[config.mk]
export PLATFORM = sky130hd
export DESIGN_NAME = srbs_boot_select
export DESIGN_NICKNAME = d
export VERILOG_FILES = /design/src/srbs_pkg.sv /design/src/srbs_boot_select.sv /design/src/srbs_flash_xfer.sv
export SDC_FILE = /design/constraint.sdc
export NUM_CORES = 1
export LEC_CHECK = 0
export ABC_AREA = 1
export BUFFER_PORTS_ARGS = -buffer_cell sky130_fd_sc_hd__buf_2
export CORE_MARGIN = 4
export CORE_UTILIZATION = 30
export CTS_CLUSTER_DIAMETER = 50
export DETAILED_ROUTE_END_ITERATION = 6
export HOLD_SLACK_MARGIN = 0.06
export PLACE_DENSITY_LB_ADDON = 0.25
export SYNTH_ARGS = -nofsm -noshare
export SYNTH_HDL_FRONTEND = slang
export SYNTH_SLANG_ARGS = --single-unit
export TNS_END_PERCENT = 30
[constraint.sdc]
create_clock -name aclk -period 1.6 [get_ports aclk]
set_input_delay 0.32 -clock aclk [delete_from_list [all_inputs] [get_ports aclk]]
set_output_delay 0.32 -clock aclk [all_outputs]
set_load 0.02 [all_outputs]
[src/srbs_pkg.sv]
// Package: constants, states and carriers for the serial flash boot selector
package srbs_pkg;

  // ----------------------------------------------------------------
  // Register map
  // ----------------------------------------------------------------
  localparam logic [15:0] CTRL_OFS = 16'h2400;
  localparam logic [15:0] RADDR_OFS = 16'h2404;
  localparam logic [15:0] RDATA_OFS = 16'h2408;
  localparam logic [7:0] CTRL_RST = 8'h02;
  localparam logic [23:0] RADDR_RST = 24'h000000;
  localparam int CTL_DUAL_BIT = 0;
  localparam int CTL_SPEED_BIT = 1;
  localparam int CTL_MODE3_BIT = 2;
  localparam int CTL_BOOTEXT_BIT = 3;
  localparam int CTL_BUSY_BIT = 4;
  localparam int CTL_DONE_BIT = 5;
  localparam logic [1:0] RESP_OKAY = 2'h0;
  localparam logic [1:0] RESP_SLVERR = 2'h2;

  // ----------------------------------------------------------------
  // Boot image layout and flash commands
  // ----------------------------------------------------------------
  localparam logic [23:0] SIG_ADDR = 24'h00FFFA;
  localparam logic [23:0] BOOT_ADDR = 24'h000000;
  localparam logic [31:0] SIG_WORD = 32'h32444655;
  localparam logic [7:0] CMD_READ = 8'h03;
  localparam logic [7:0] CMD_DREAD = 8'h3B;

  // ----------------------------------------------------------------
  // Serial clock timing
  // ----------------------------------------------------------------
  localparam int CLK_HZ = 40_000_000;
  localparam int SCK_FAST_HZ = 60_000_000;
  localparam int SCK_SLOW_HZ = 2_500_000;
  // Half period must cover the two-stage input synchroniser
  localparam int HALF_MIN = 3;
  localparam int HALF_FAST_RAW = (CLK_HZ + 2 * SCK_FAST_HZ - 1) / (2 * SCK_FAST_HZ);
  localparam int HALF_FAST = (HALF_FAST_RAW < HALF_MIN) ? HALF_MIN : HALF_FAST_RAW;
  localparam int HALF_SLOW_RAW = (CLK_HZ + 2 * SCK_SLOW_HZ - 1) / (2 * SCK_SLOW_HZ);
  localparam int HALF_SLOW = (HALF_SLOW_RAW < HALF_MIN) ? HALF_MIN : HALF_SLOW_RAW;
  localparam logic [3:0] HALF_FAST_M1 = 4'(HALF_FAST - 1);
  localparam logic [3:0] HALF_SLOW_M1 = 4'(HALF_SLOW - 1);

  // Serial clock indices: 8 command + 24 address, 8 dummy in dual mode
  localparam logic [6:0] IDX_CMD_LAST = 7'h1F;
  localparam logic [6:0] IDX_DATA_SINGLE = 7'h20;
  localparam logic [6:0] IDX_LAST_SINGLE = 7'h3F;
  localparam logic [6:0] IDX_DATA_DUAL = 7'h28;
  localparam logic [6:0] IDX_LAST_DUAL = 7'h37;

  // ----------------------------------------------------------------
  // Types
  // ----------------------------------------------------------------
  typedef enum logic [2:0] {
    ST_STRAP,
    ST_SIG,
    ST_SIG_WAIT,
    ST_FETCH,
    ST_FWAIT,
    ST_RUN
  } srbs_boot_st_t;

  typedef struct packed {
    logic [23:0] addr;
    logic dual;
    logic fast;
    logic mode3;
  } srbs_xfer_req_t;

  typedef struct packed {
    logic cs_n;
    logic sclk;
    logic io0_o;
    logic io0_oe;
  } srbs_flash_out_t;

  localparam srbs_flash_out_t PINS_IDLE = '{cs_n: 1'h1, sclk: 1'h0, io0_o: 1'h0, io0_oe: 1'h1};

endpackage : srbs_pkg
[src/srbs_boot_select.sv]
// Boot source selector: speed strap, signature check, flash fetch, AXI4-Lite registers
module srbs_boot_select (
  input wire logic aclk,
  input wire logic aresetn,
  input wire logic [15:0] s_axi_awaddr,
  input wire logic s_axi_awvalid,
  output logic s_axi_awready,
  input wire logic [31:0] s_axi_wdata,
  input wire logic [3:0] s_axi_wstrb,
  input wire logic s_axi_wvalid,
  output logic s_axi_wready,
  output logic [1:0] s_axi_bresp,
  output logic s_axi_bvalid,
  input wire logic s_axi_bready,
  input wire logic [15:0] s_axi_araddr,
  input wire logic s_axi_arvalid,
  output logic s_axi_arready,
  output logic [31:0] s_axi_rdata,
  output logic [1:0] s_axi_rresp,
  output logic s_axi_rvalid,
  input wire logic s_axi_rready,
  output logic flash_cs_n,
  output logic flash_sclk,
  input wire logic flash_io0_i,
  output logic flash_io0_o,
  output logic flash_io0_oe,
  output logic flash_io0_pd_en,
  input wire logic flash_io1_i,
  output logic boot_from_ext,
  output logic boot_ready
);
  import srbs_pkg::*;

  srbs_boot_st_t state_ff;
  logic io0_s1_ff;
  logic io0_s2_ff;
  logic io1_s1_ff;
  logic io1_s2_ff;
  logic speed_ff;
  logic strap_done_ff;
  logic boot_ext_ff;
  logic dual_en_ff;
  logic mode3_ff;
  logic done_flag_ff;
  logic sw_go_ff;
  logic [23:0] raddr_ff;
  logic [31:0] word_ff;
  logic aw_have_ff;
  logic w_have_ff;
  logic bvalid_ff;
  logic rvalid_ff;
  logic [15:0] aw_addr_ff;
  logic [31:0] w_data_ff;
  logic [3:0] w_strb_ff;
  logic [1:0] bresp_ff;
  logic [1:0] rresp_ff;
  logic [31:0] rdata_ff;
  logic [31:0] rd_mux;
  logic [7:0] ctl_rd;
  logic wr_fire;
  logic wr_ctl;
  logic wr_raddr;
  logic sw_take;
  logic fetch_done;
  logic sig_match;
  logic xfer_start;
  logic xfer_busy;
  logic xfer_done;
  logic [31:0] xfer_rdata;
  srbs_xfer_req_t xfer_req;
  srbs_flash_out_t xfer_pins;

  function automatic logic reg_hit(input logic [15:0] addr);
    reg_hit = (addr == CTRL_OFS) || (addr == RADDR_OFS) || (addr == RDATA_OFS);
  endfunction : reg_hit

  // ----------------------------------------------------------------
  // Pin synchronisers
  // ----------------------------------------------------------------
  always_ff @(posedge aclk) begin
    io0_s1_ff <= flash_io0_i;
    io0_s2_ff <= io0_s1_ff;
    io1_s1_ff <= flash_io1_i;
    io1_s2_ff <= io1_s1_ff;
  end

  // ----------------------------------------------------------------
  // Speed strap
  // ----------------------------------------------------------------
  always_ff @(posedge aclk) begin
    if (!aresetn) begin
      speed_ff <= CTRL_RST[CTL_SPEED_BIT];
      strap_done_ff <= 1'h0;
    end else if (state_ff == ST_STRAP) begin
      speed_ff <= io0_s2_ff;
      strap_done_ff <= 1'h1;
    end
  end

  // ----------------------------------------------------------------
  // Boot sequence
  // ----------------------------------------------------------------
  assign sig_match = xfer_done && (xfer_rdata == SIG_WORD);
  assign sw_take = (state_ff == ST_RUN) && sw_go_ff && !xfer_busy;
  assign xfer_start = (state_ff == ST_SIG) || (state_ff == ST_FETCH) || sw_take;
  assign fetch_done = xfer_done && ((state_ff == ST_FWAIT) || (state_ff == ST_RUN));

  always_ff @(posedge aclk) begin
    if (!aresetn) begin
      state_ff <= ST_STRAP;
    end else begin
      unique case (state_ff)
        ST_STRAP: state_ff <= ST_SIG;
        ST_SIG: state_ff <= ST_SIG_WAIT;
        ST_SIG_WAIT: begin
          if (sig_match) begin
            state_ff <= ST_FETCH;
          end else if (xfer_done) begin
            state_ff <= ST_RUN;
          end
        end
        ST_FETCH: state_ff <= ST_FWAIT;
        ST_FWAIT: begin
          if (xfer_done) begin
            state_ff <= ST_RUN;
          end
        end
        ST_RUN: state_ff <= ST_RUN;
      endcase
    end
  end
  always_ff @(posedge aclk) begin
    if (!aresetn) begin
      boot_ext_ff <= 1'h0;
    end else if (state_ff == ST_SIG_WAIT && sig_match) begin
      boot_ext_ff <= 1'h1;
    end
  end
  always_comb begin
    xfer_req.fast = speed_ff;
    xfer_req.mode3 = mode3_ff;
    xfer_req.dual = dual_en_ff;
    xfer_req.addr = raddr_ff;
    if (state_ff == ST_SIG) begin
      xfer_req.addr = SIG_ADDR;
      xfer_req.dual = 1'h0;
    end else if (state_ff == ST_FETCH) begin
      xfer_req.addr = BOOT_ADDR;
    end
  end
  srbs_flash_xfer u_xfer (
    .aclk(aclk),
    .aresetn(aresetn),
    .start(xfer_start),
    .req(xfer_req),
    .io0_s(io0_s2_ff),
    .io1_s(io1_s2_ff),
    .busy(xfer_busy),
    .done(xfer_done),
    .rdata(xfer_rdata),
    .pins(xfer_pins)
  );
  assign flash_cs_n = xfer_pins.cs_n;
  assign flash_sclk = xfer_pins.sclk;
  assign flash_io0_o = xfer_pins.io0_o;
  assign flash_io0_oe = strap_done_ff && xfer_pins.io0_oe;
  assign flash_io0_pd_en = !strap_done_ff;
  assign boot_from_ext = boot_ext_ff;
  assign boot_ready = (state_ff == ST_RUN);

  // ----------------------------------------------------------------
  // Software registers
  // ----------------------------------------------------------------
  assign wr_fire = aw_have_ff && w_have_ff && !bvalid_ff;
  assign wr_ctl = wr_fire && (aw_addr_ff == CTRL_OFS) && w_strb_ff[0];
  assign wr_raddr = wr_fire && (aw_addr_ff == RADDR_OFS);
  always_ff @(posedge aclk) begin
    if (!aresetn) begin
      dual_en_ff <= CTRL_RST[CTL_DUAL_BIT];
      mode3_ff <= CTRL_RST[CTL_MODE3_BIT];
    end else if (wr_ctl) begin
      dual_en_ff <= w_data_ff[CTL_DUAL_BIT];
      mode3_ff <= w_data_ff[CTL_MODE3_BIT];
    end
  end
  always_ff @(posedge aclk) begin
    if (!aresetn) begin
      raddr_ff <= RADDR_RST;
    end else if (wr_raddr) begin
      for (int i = 0; i < 3; i++) begin
        if (w_strb_ff[i]) begin
          raddr_ff[8*i +: 8] <= w_data_ff[8*i +: 8];
        end
      end
    end
  end
  // Request and done flags: a new event wins over the clear
  always_ff @(posedge aclk) begin
    if (!aresetn) begin
      sw_go_ff <= 1'h0;
      done_flag_ff <= 1'h0;
    end else begin
      if (wr_raddr) begin
        sw_go_ff <= 1'h1;
      end else if (sw_take) begin
        sw_go_ff <= 1'h0;
      end
      if (fetch_done) begin
        done_flag_ff <= 1'h1;
      end else if (wr_ctl && w_data_ff[CTL_DONE_BIT]) begin
        done_flag_ff <= 1'h0;
      end
    end
  end
  always_ff @(posedge aclk) begin
    if (!aresetn) begin
      word_ff <= '0;
    end else if (fetch_done) begin
      word_ff <= xfer_rdata;
    end
  end
  always_comb begin
    ctl_rd = '0;
    ctl_rd[CTL_DUAL_BIT] = dual_en_ff;
    ctl_rd[CTL_SPEED_BIT] = speed_ff;
    ctl_rd[CTL_MODE3_BIT] = mode3_ff;
    ctl_rd[CTL_BOOTEXT_BIT] = boot_ext_ff;
    ctl_rd[CTL_BUSY_BIT] = xfer_busy;
    ctl_rd[CTL_DONE_BIT] = done_flag_ff;
    unique case (s_axi_araddr)
      CTRL_OFS: rd_mux = {24'h000000, ctl_rd};
      RADDR_OFS: rd_mux = {8'h00, raddr_ff};
      RDATA_OFS: rd_mux = word_ff;
      default: rd_mux = '0;
    endcase
  end

  // ----------------------------------------------------------------
  // AXI4-Lite slave
  // ----------------------------------------------------------------
  assign s_axi_awready = !aw_have_ff && !bvalid_ff;
  assign s_axi_wready = !w_have_ff && !bvalid_ff;
  assign s_axi_arready = !rvalid_ff;
  assign s_axi_bvalid = bvalid_ff;
  assign s_axi_bresp = bresp_ff;
  assign s_axi_rvalid = rvalid_ff;
  assign s_axi_rresp = rresp_ff;
  assign s_axi_rdata = rdata_ff;

  always_ff @(posedge aclk) begin
    if (!aresetn) begin
      aw_have_ff <= 1'h0;
      w_have_ff <= 1'h0;
      bvalid_ff <= 1'h0;
      aw_addr_ff <= '0;
      w_data_ff <= '0;
      w_strb_ff <= '0;
      bresp_ff <= RESP_OKAY;
    end else begin
      if (s_axi_awvalid && s_axi_awready) begin
        aw_have_ff <= 1'h1;
        aw_addr_ff <= s_axi_awaddr;
      end else if (wr_fire) begin
        aw_have_ff <= 1'h0;
      end
      if (s_axi_wvalid && s_axi_wready) begin
        w_have_ff <= 1'h1;
        w_data_ff <= s_axi_wdata;
        w_strb_ff <= s_axi_wstrb;
      end else if (wr_fire) begin
        w_have_ff <= 1'h0;
      end
      if (wr_fire) begin
        bvalid_ff <= 1'h1;
        bresp_ff <= reg_hit(aw_addr_ff) ? RESP_OKAY : RESP_SLVERR;
      end else if (s_axi_bready) begin
        bvalid_ff <= 1'h0;
      end
    end
  end

  always_ff @(posedge aclk) begin
    if (!aresetn) begin
      rvalid_ff <= 1'h0;
      rresp_ff <= RESP_OKAY;
      rdata_ff <= '0;
    end else if (s_axi_arvalid && s_axi_arready) begin
      rvalid_ff <= 1'h1;
      rresp_ff <= reg_hit(s_axi_araddr) ? RESP_OKAY : RESP_SLVERR;
      rdata_ff <= rd_mux;
    end else if (s_axi_rready) begin
      rvalid_ff <= 1'h0;
    end
  end

  // ----------------------------------------------------------------
  // Checks
  // ----------------------------------------------------------------
  a_sig_read_req: assert property (@(posedge aclk) disable iff (!aresetn)
    state_ff == ST_SIG |-> xfer_start && xfer_req.addr == SIG_ADDR && !xfer_busy)
    else $error("signature read not issued at its address");
  a_sig_single_speed: assert property (@(posedge aclk) disable iff (!aresetn)
    state_ff == ST_SIG |-> !xfer_req.dual && xfer_req.fast == speed_ff)
    else $error("signature read not single-bit at latched speed");
  a_boot_fetch_zero: assert property (@(posedge aclk) disable iff (!aresetn)
    $rose(boot_ext_ff) |-> xfer_start && xfer_req.addr == BOOT_ADDR ##1 xfer_busy)
    else $error("external boot did not fetch from address zero");
  a_no_sig_internal: assert property (@(posedge aclk) disable iff (!aresetn)
    state_ff == ST_SIG_WAIT && xfer_done && xfer_rdata != SIG_WORD
    |=> !boot_ext_ff && boot_ready)
    else $error("mismatch did not keep internal boot");
  a_strap_pin_hiz: assert property (@(posedge aclk)
    !aresetn |=> !flash_io0_oe && flash_io0_pd_en)
    else $error("strap pin driven or pull-down off during reset");
  a_strap_latch: assert property (@(posedge aclk) disable iff (!aresetn)
    state_ff == ST_STRAP |=> speed_ff == $past(io0_s2_ff) && !flash_io0_pd_en)
    else $error("strap level not latched at reset release");
  a_speed_readback: assert property (@(posedge aclk) disable iff (!aresetn)
    s_axi_arvalid && s_axi_arready && s_axi_araddr == CTRL_OFS
    |=> s_axi_rvalid && s_axi_rdata[CTL_SPEED_BIT] == speed_ff)
    else $error("control register speed field wrong");
  a_boot_fixed: assert property (@(posedge aclk) disable iff (!aresetn)
    boot_ready |=> boot_ready && $stable(boot_ext_ff))
    else $error("boot source changed after decision");

endmodule : srbs_boot_select

[src/srbs_flash_xfer.sv]
// Serial flash read engine: one 4-byte read, single or dual data, mode 0 or 3
module srbs_flash_xfer (
  input wire logic aclk,
  input wire logic aresetn,
  input wire logic start,
  input srbs_pkg::srbs_xfer_req_t req,
  input wire logic io0_s,
  input wire logic io1_s,
  output logic busy,
  output logic done,
  output logic [31:0] rdata,
  output srbs_pkg::srbs_flash_out_t pins
);
  import srbs_pkg::*;

  logic busy_ff;
  logic done_ff;
  logic hi_ff;
  logic dual_ff;
  logic fast_ff;
  logic mode3_ff;
  logic [6:0] idx_ff;
  logic [3:0] half_ff;
  logic [31:0] out_ff;
  logic [31:0] in_ff;
  srbs_flash_out_t pins_ff;
  logic go;
  logic tick;
  logic rise;
  logic fall;
  logic fin;
  logic sample;
  logic [6:0] last_idx;
  logic [6:0] data_idx;
  logic [7:0] go_cmd;

  function automatic logic [7:0] cmd_of(input logic dual);
    cmd_of = dual ? CMD_DREAD : CMD_READ;
  endfunction : cmd_of

  // ----------------------------------------------------------------
  // Bit timing
  // ----------------------------------------------------------------
  assign go = !busy_ff && start;
  assign go_cmd = cmd_of(req.dual);
  assign tick = busy_ff && (half_ff == (fast_ff ? HALF_FAST_M1 : HALF_SLOW_M1));
  assign rise = tick && !hi_ff;
  assign fall = tick && hi_ff;
  assign last_idx = dual_ff ? IDX_LAST_DUAL : IDX_LAST_SINGLE;
  assign data_idx = dual_ff ? IDX_DATA_DUAL : IDX_DATA_SINGLE;
  assign sample = fall && (idx_ff >= data_idx);
  assign fin = fall && (idx_ff == last_idx);

  always_ff @(posedge aclk) begin
    if (!aresetn) begin
      busy_ff <= 1'h0;
      done_ff <= 1'h0;
      hi_ff <= 1'h0;
      idx_ff <= '0;
      half_ff <= '0;
      dual_ff <= 1'h0;
      fast_ff <= 1'h0;
      mode3_ff <= 1'h0;
    end else begin
      done_ff <= fin;
      if (go) begin
        busy_ff <= 1'h1;
        idx_ff <= '0;
        half_ff <= '0;
        hi_ff <= 1'h0;
        dual_ff <= req.dual;
        fast_ff <= req.fast;
        mode3_ff <= req.mode3;
      end else if (tick) begin
        half_ff <= '0;
        hi_ff <= !hi_ff;
        if (fall) begin
          idx_ff <= idx_ff + 7'h01;
        end
        if (fin) begin
          busy_ff <= 1'h0;
        end
      end else if (busy_ff) begin
        half_ff <= half_ff + 4'h1;
      end
    end
  end

  // ----------------------------------------------------------------
  // Shift registers
  // ----------------------------------------------------------------
  always_ff @(posedge aclk) begin
    if (!aresetn) begin
      out_ff <= '0;
      in_ff <= '0;
    end else if (go) begin
      out_ff <= {go_cmd, req.addr};
      in_ff <= '0;
    end else if (fall) begin
      out_ff <= {out_ff[30:0], 1'h0};
      if (sample && dual_ff) begin
        in_ff <= {in_ff[29:0], io1_s, io0_s};
      end else if (sample) begin
        in_ff <= {in_ff[30:0], io1_s};
      end
    end
  end

  // ----------------------------------------------------------------
  // Pins: data launched on the falling edge, sampled before it
  // ----------------------------------------------------------------
  always_ff @(posedge aclk) begin
    if (!aresetn) begin
      pins_ff <= PINS_IDLE;
    end else if (go) begin
      pins_ff <= '{cs_n: 1'h0, sclk: 1'h0, io0_o: go_cmd[7], io0_oe: 1'h1};
    end else if (rise) begin
      pins_ff.sclk <= 1'h1;
    end else if (fin) begin
      pins_ff <= '{cs_n: 1'h1, sclk: mode3_ff, io0_o: 1'h0, io0_oe: 1'h1};
    end else if (fall) begin
      pins_ff.sclk <= 1'h0;
      pins_ff.io0_o <= out_ff[30];
      pins_ff.io0_oe <= !(dual_ff && idx_ff >= IDX_CMD_LAST);
    end else if (!busy_ff) begin
      pins_ff.sclk <= req.mode3;
    end
  end

  assign busy = busy_ff;
  assign done = done_ff;
  assign rdata = in_ff;
  assign pins = pins_ff;

  a_dual_release: assert property (@(posedge aclk) disable iff (!aresetn)
    busy_ff && dual_ff && idx_ff > IDX_CMD_LAST |-> !pins_ff.io0_oe)
    else $error("io0 still driven in dual data phase");

  a_mode_idle_level: assert property (@(posedge aclk) disable iff (!aresetn)
    $fell(busy_ff) |-> pins_ff.cs_n && pins_ff.sclk == mode3_ff && $past(pins_ff.sclk))
    else $error("serial clock idle level wrong after read");

endmodule : srbs_flash_xfer

[Yosys cells after proc, flatten, opt, wreduce, memory -nomap -nowiden]
Index checks and enable logic that the tools add are counted.
Word-level totals
  register bits after elaboration: 237
  input port bits: 77
  output and inout port bits: 48
  logic and storage cells: 166
Cells by class
  $add $sub $neg: 2
  magnitude comparators: 2
  eq/ne operators: 16
  mux-type cells: 40
  bitwise logic cells: 2
  reductions and logical operators: 64
Operator list (number)
  $eq A16 B14 Y1 const B: 6
  $pmux W32 S3: 1
  $mux W32: 2
  $mux W31: 2
  $mux W24: 2
  $eq A32 B30 Y1 const B: 1
  $logic_and A1 B1 Y1: 25
  $reduce_bool A2 Y1: 11
  $mux W1: 20
  $pmux W3 S6: 1
  $reduce_and A2 Y1: 9
  $mux W3: 4
  $mux W4: 3
  $logic_not A1 Y1: 8
  $mux W2: 4
  $add A7 B1 Y7 const B: 1
  $eq A7 B7 Y1: 1
  $ge A7 B5 Y1 const B: 1
  $ge A7 B7 Y1: 1
  $logic_or A1 B1 Y1: 7
  $eq A3 B2 Y1 const B: 2
  $eq A3 B3 Y1 const B: 2
  $mux W6: 1
  $add A4 B1 Y4 const B: 1
  other kinds (9): 10

[Longest topological paths before layout]
  depth in word-level cells: 8
  gate-level depth with buffers: 10

[By module]
A second synthesis with hierarchy kept.
Second synthesis, totals
  cells, all modules: 1454
  area, all modules: 10578.9 um^2
By module, submodules not included
  srbs_boot_select: instances 1, cells each 879, area each 6401.1 um^2
  srbs_flash_xfer: instances 1, cells each 575, area each 4177.8 um^2

[Worst setup path before layout]
OpenSTA, ideal clock, no wires.
  kind: register -> register
  start point: register u_xfer.idx_ff[3]
  end point: register u_xfer.in_ff[10], in the netlist u_xfer.rdata[10]
  library setup time: 0.119 ns
  arrival time: 1.546 ns
  setup slack: -0.065 ns
  stages on the path, launching flop included: 9
  buffers on the path: 1
  period minus slack after synthesis: 1.665 ns
  cell sequence: dfxtp_1 -> inv_1 -> ha_1 -> nand3b_1 -> a31oi_2 -> clkbuf_1 -> nand3_1 -> nand2_1 -> a21oi_1
On the way
  longest elaborated chain between the ends: 5
RTL lines
  start: declaration: RTL line srbs_flash_xfer.sv:22  | logic [6:0] idx_ff;
  start signal: assignment: RTL line srbs_flash_xfer.sv:78  | idx_ff <= idx_ff + 7'h01;
  $ge A7 B7 Y1 *: RTL line srbs_flash_xfer.sv:51  | assign sample = fall && (idx_ff >= data_idx);
  $logic_and A1 B1 Y1 *: RTL line srbs_flash_xfer.sv:51
  $logic_and A1 B1 Y1: RTL line srbs_flash_xfer.sv:101  | if (sample && dual_ff) begin
  $reduce_bool A2 Y1 (no source line)
  $reduce_and A2 Y1 (no source line)
  end signal: assignment: RTL line srbs_flash_xfer.sv:102  | in_ff <= {in_ff[29:0], io1_s, io0_s};
  end signal: assignment: RTL line srbs_flash_xfer.sv:104  | in_ff <= {in_ff[30:0], io1_s};
  end: declaration: RTL line srbs_flash_xfer.sv:25  | logic [31:0] in_ff;
Mark *: on every way between the ends. The rest lies on a longest branch, timed or not.
A chain may end at the register's enable or synchronous reset.

[Worst setup path after layout]
  start point: register u_xfer.idx_ff[3]
  end point: register u_xfer.in_ff[13], in the netlist u_xfer.rdata[13]
Same word-level chain as after synthesis.

==> results summary <==
The flow ran to the end, but the final reports show violations. The checks that failed: negative setup slack. The total leakage power came out at 5.46 nW. The post-detailed-route via-to-cell ratio came out at 4.63. The total I/O pin count is 125. After detailed routing, the total wire length is 28.8 mm. After synthesis, the most frequently instantiated cells are 266 x sky130_fd_sc_hd__nand2_1, 235 x sky130_fd_sc_hd__dfxtp_1, 233 x sky130_fd_sc_hd__nor2_1. The number of cells on the worst reg-to-reg path is 8. IR analysis of the VDD net gives a maximum drop of 0.000762 V. The critical path is of the reg -> reg type. The highest attainable clock frequency came out at 0.614 GHz. The share of the Yosys chip area taken by registers is 46.5%. For the worst-skew pair, the clock arrives at the later sink with an insertion delay of 0.54 ns.

The count of endpoints failing hold in the final timing report was 0. Yosys mapped a number of flops with a built-in enable equal to 0. TritonCTS created 31 clock buffers. The total power came out at 14.5 mW. The via count of the first global-routing pass is 9076. The total core area came out at 33400 um^2. The synthesized flop and latch total is 235. The longest clock path from root to sink contains 3 buffers. The cell count after synthesis came out at 1430. For this block, the initial DRC count from the detailed router was 517.

The worst register-to-register path begins at u_xfer.idx_ff[3]$_SDFFE_PP0P_. Max-cap violations in this run came to 0. Sorting the synthesized cells by area gives the leading types as sky130_fd_sc_hd__dfxtp_1 46%, sky130_fd_sc_hd__nand2_1 9.9%, sky130_fd_sc_hd__a21oi_1 8.8%.

The total global-route track usage came out at 14.8%. The endpoint required time on the critical path came out at 2.07 ns. The half-perimeter wire length after placement is 19.3 mm. The initial antenna violation count came to 0.

The final worst setup slack came out at -0.0291 ns. The most used flip-flop cell after synthesis is sky130_fd_sc_hd__dfxtp_1. The Yosys step of the flow raised 0 warnings.

On the final layout, the worst clock skew is 0.00888 ns. From synthesis to final layout, the design area changed by 33.0%. After clock tree synthesis, the clock-pin slew on the worst setup and hold paths is 0.06 ns.

The number of nets in the final layout came out at 1697. Setup violations remaining at the end of the flow were counted as 7. Summed over its instances, the top area cell type makes up 46.5% of the synthesized netlist area.

The average cell area after synthesis is 7.08 um^2. The pin count of the biggest net entering global routing is 102. The total die area came out at 36700 um^2.

The sort of element at the start of the critical path is a flip-flop. The worst slack on hold paths is 0.0914 ns. 0 antenna diodes ended up in the layout. The total via count after detailed routing came out at 9658. The critical path data arrival time is 2.10 ns. The startpoint identified for the worst hold timing path is s_axi_wdata[2]. The path with the worst hold slack has its endpoint at w_data_ff[2]$_SDFFE_PN0P_.

By instance count, the leading cell after synthesis is sky130_fd_sc_hd__nand2_1. The layout cell share with drive strength beyond 1 is 20.3%. The largest total area in the synthesized netlist belongs to sky130_fd_sc_hd__dfxtp_1. The congestion estimate from routability-driven global placement came to 0.799. The CTS sink count is 235.

After synthesis, the share of flip-flops with an asynchronous set or reset is 0%. The largest fanout of any net on the critical path is 8. The total congestion overflow came out at 0. The smallest clock period supported by the final layout is computed as 1.63 ns. The netlist area before placement is 10100 um^2. The final clock period utilization by the worst path came out at 102%.

For this run, design rule violations remaining after detail routing come to 0. The die span in y is 192 um. The first global-routing pass estimated 45.5 mm of wire.

The starting density of the core came out at 30.3%. The worst register-to-register path ends at u_xfer.rdata[13]$_SDFFE_PP0P_. The deepest level of the CTS H-tree is 1. In this run the register-to-register setup slack is -0.03 ns. The horizontal die dimension is 192 um. After detailed routing, the average wire length per cell comes to 13.8 um. The standard-cell row count is 67.

The endpoint type of the worst setup path is a flip-flop. Before antenna repair, the detailed router went through 7 iterations. The count of antenna-violating nets left after detailed routing is 0. CTS placed an instance of sky130_fd_sc_hd__clkbuf_16 at the clock tree root. The worst min-delay path class is in -> reg. The areal power density over the cells came out at 1080 nW/um^2.

TritonCTS built the clock tree. The distinct cell type count after synthesis came out at 36. Counting instances, the worst hold path has a depth of 3. The count of final max-slew check failures came out at 0. The quantity of I/O buffers inserted on ports is 113.

Setup repair after global routing could not meet its margin everywhere.
==> flip-flops by register name, summed over array words and instances (netlist names), 3 cells and up <==
| signal | flops |
|---|---|
| word_ff | 32 |
| u_xfer.out_ff | 31 |
| w_strb_ff | 3 |
| u_xfer.pins | 4 |
| w_data_ff | 24 |
| s_axi_rdata | 32 |
| u_xfer.rdata | 32 |
| aw_addr_ff | 16 |
| raddr_ff | 24 |
| state_ff | 3 |
| u_xfer.half_ff | 4 |
| u_xfer.idx_ff | 7 |
==> critical path, stage by stage (launching register included) <==
cell,delay (ns)
sky130_fd_sc_hd__dfxtp_2,0.34
sky130_fd_sc_hd__inv_2,0.05
sky130_fd_sc_hd__ha_4,0.26
sky130_fd_sc_hd__nand3b_1,0.12
sky130_fd_sc_hd__a31oi_4,0.18
sky130_fd_sc_hd__buf_12,0.17
sky130_fd_sc_hd__nand2_8,0.08
sky130_fd_sc_hd__clkbuf_16,0.18
sky130_fd_sc_hd__a21oi_1,0.16
==> cell usage in the layout, fill, tap and decap left out, types with 12 or more instances in the layout <==
| master | Yosys | layout |
|---|---|---|
| sky130_fd_sc_hd__o21ai_1 | 12 | 13 |
| sky130_fd_sc_hd__buf_4 | 9 | 58 |
| sky130_fd_sc_hd__buf_2 | 18 | 111 |
| sky130_fd_sc_hd__nor2_1 | 233 | 226 |
| sky130_fd_sc_hd__buf_12 | 0 | 16 |
| sky130_fd_sc_hd__dfxtp_1 | 235 | 228 |
| sky130_fd_sc_hd__clkbuf_16 | 0 | 35 |
| sky130_fd_sc_hd__nand2_1 | 266 | 260 |
| sky130_fd_sc_hd__o21ai_0 | 117 | 115 |
| sky130_fd_sc_hd__nand3_1 | 131 | 126 |
| sky130_fd_sc_hd__dlygate4sd3_1 | 0 | 41 |
| sky130_fd_sc_hd__a21oi_1 | 177 | 164 |
| sky130_fd_sc_hd__inv_1 | 93 | 90 |
| sky130_fd_sc_hd__nor2_4 | 9 | 12 |
==> report_power, final <==
part | internal [mW] | switching (mW)
Sequential | 6.10 | 0.131
Combinational | 0.594 | 0.865
Clock | 4.14 | 2.68
Total | 10.8 | 3.67
==> timing repair <==
item | 4_1_cts | 5_1_grt
hold buffers | 41 | 0
resized for setup | 15 | 57
hold endpoints to repair | 41 | 0
pin swaps | 1 | 15
cloned | 0 | 7
endpoints found under the setup margin | 40 | 122
buffers inserted | 4 | 7
==> layer usage <==
metal | up-vias | part of all wire [%] | track usage, %
met3 | 37 | 4.3 | 2.18
met2 | 193 | 45 | 23.8
met4 | 0 | 1.8 | 2.96
li1 | 5065 | - | -
met5 | - | 0 | 0
met1 | 4363 | 49 | 21.1
==> per-stage QoR <==
stage / TNS, ns / cells / instance area, um^2 / utilization [%] / setup slack (ns)
2_1_floorplan: -1.94 / 1431 / 10100 / - / -0.0648
3_3_place_gp: -2.38 / 1972 / 11500 / 34.5 / -0.106
3_5_place_dp: -3.91 / 1972 / 11500 / 34.5 / -0.181
4_1_cts: -0.110 / 2072 / 13100 / 39.0 / -0.0702
5_1_grt: -1.70 / 2086 / 13500 / 40.3 / -0.113
6_report: -0.0959 / 2086 / 13500 / 40.3 / -0.0291
==> worst max path at each step <==
| stage | startpoint | endpoint | slack [ns] |
|---|---|---|---|
| after floorplan | u_xfer.idx_ff[3]$_SDFFE_PP0P_ | u_xfer.rdata[10]$_SDFFE_PP0P_ | -0.06 |
| after global placement | s_axi_araddr[1] | s_axi_rdata[25]$_SDFFE_PN0P_ | -0.11 |
| after detailed placement | s_axi_araddr[1] | s_axi_rdata[27]$_SDFFE_PN0P_ | -0.18 |
| after CTS | state_ff[1]$_SDFF_PN0_ | boot_ready | -0.07 |
| after global routing | u_xfer.idx_ff[3]$_SDFFE_PP0P_ | u_xfer.rdata[13]$_SDFFE_PP0P_ | -0.11 |
| final | u_xfer.idx_ff[3]$_SDFFE_PP0P_ | u_xfer.rdata[13]$_SDFFE_PP0P_ | -0.03 |
==> kinds of logic (layout without fill, tap and decap cells) <==
kind of cell             after synthesis  after routing  share of synthesized area (%)
AND/OR/NAND/NOR                      686            687                           29.4
adder cells (fa/ha/maj)                4              4                          0.494
buffers and inverters                189            395                           7.71
XOR/XNOR                               2              2                          0.173
AO/OA/AOI/OAI                        312            312                           15.6
other                                  1              2                         0.0370
multiplexers                           1              1                         0.0989
flip-flops                           235            235                           46.5
==> layout make-up <==
cell class / instances / area, um^2
Clock buffer: 40 / 860
Timing Repair Buffer: 238 / 1920
Sequential cell: 235 / 4720
Fill cell: 3494 / 20000
Multi-Input combinational cell: 1008 / 4860
Clock inverter: 15 / 168
Inverter: 102 / 383
Tap cell: 448 / 561
(Power assumes the default switching activity.)
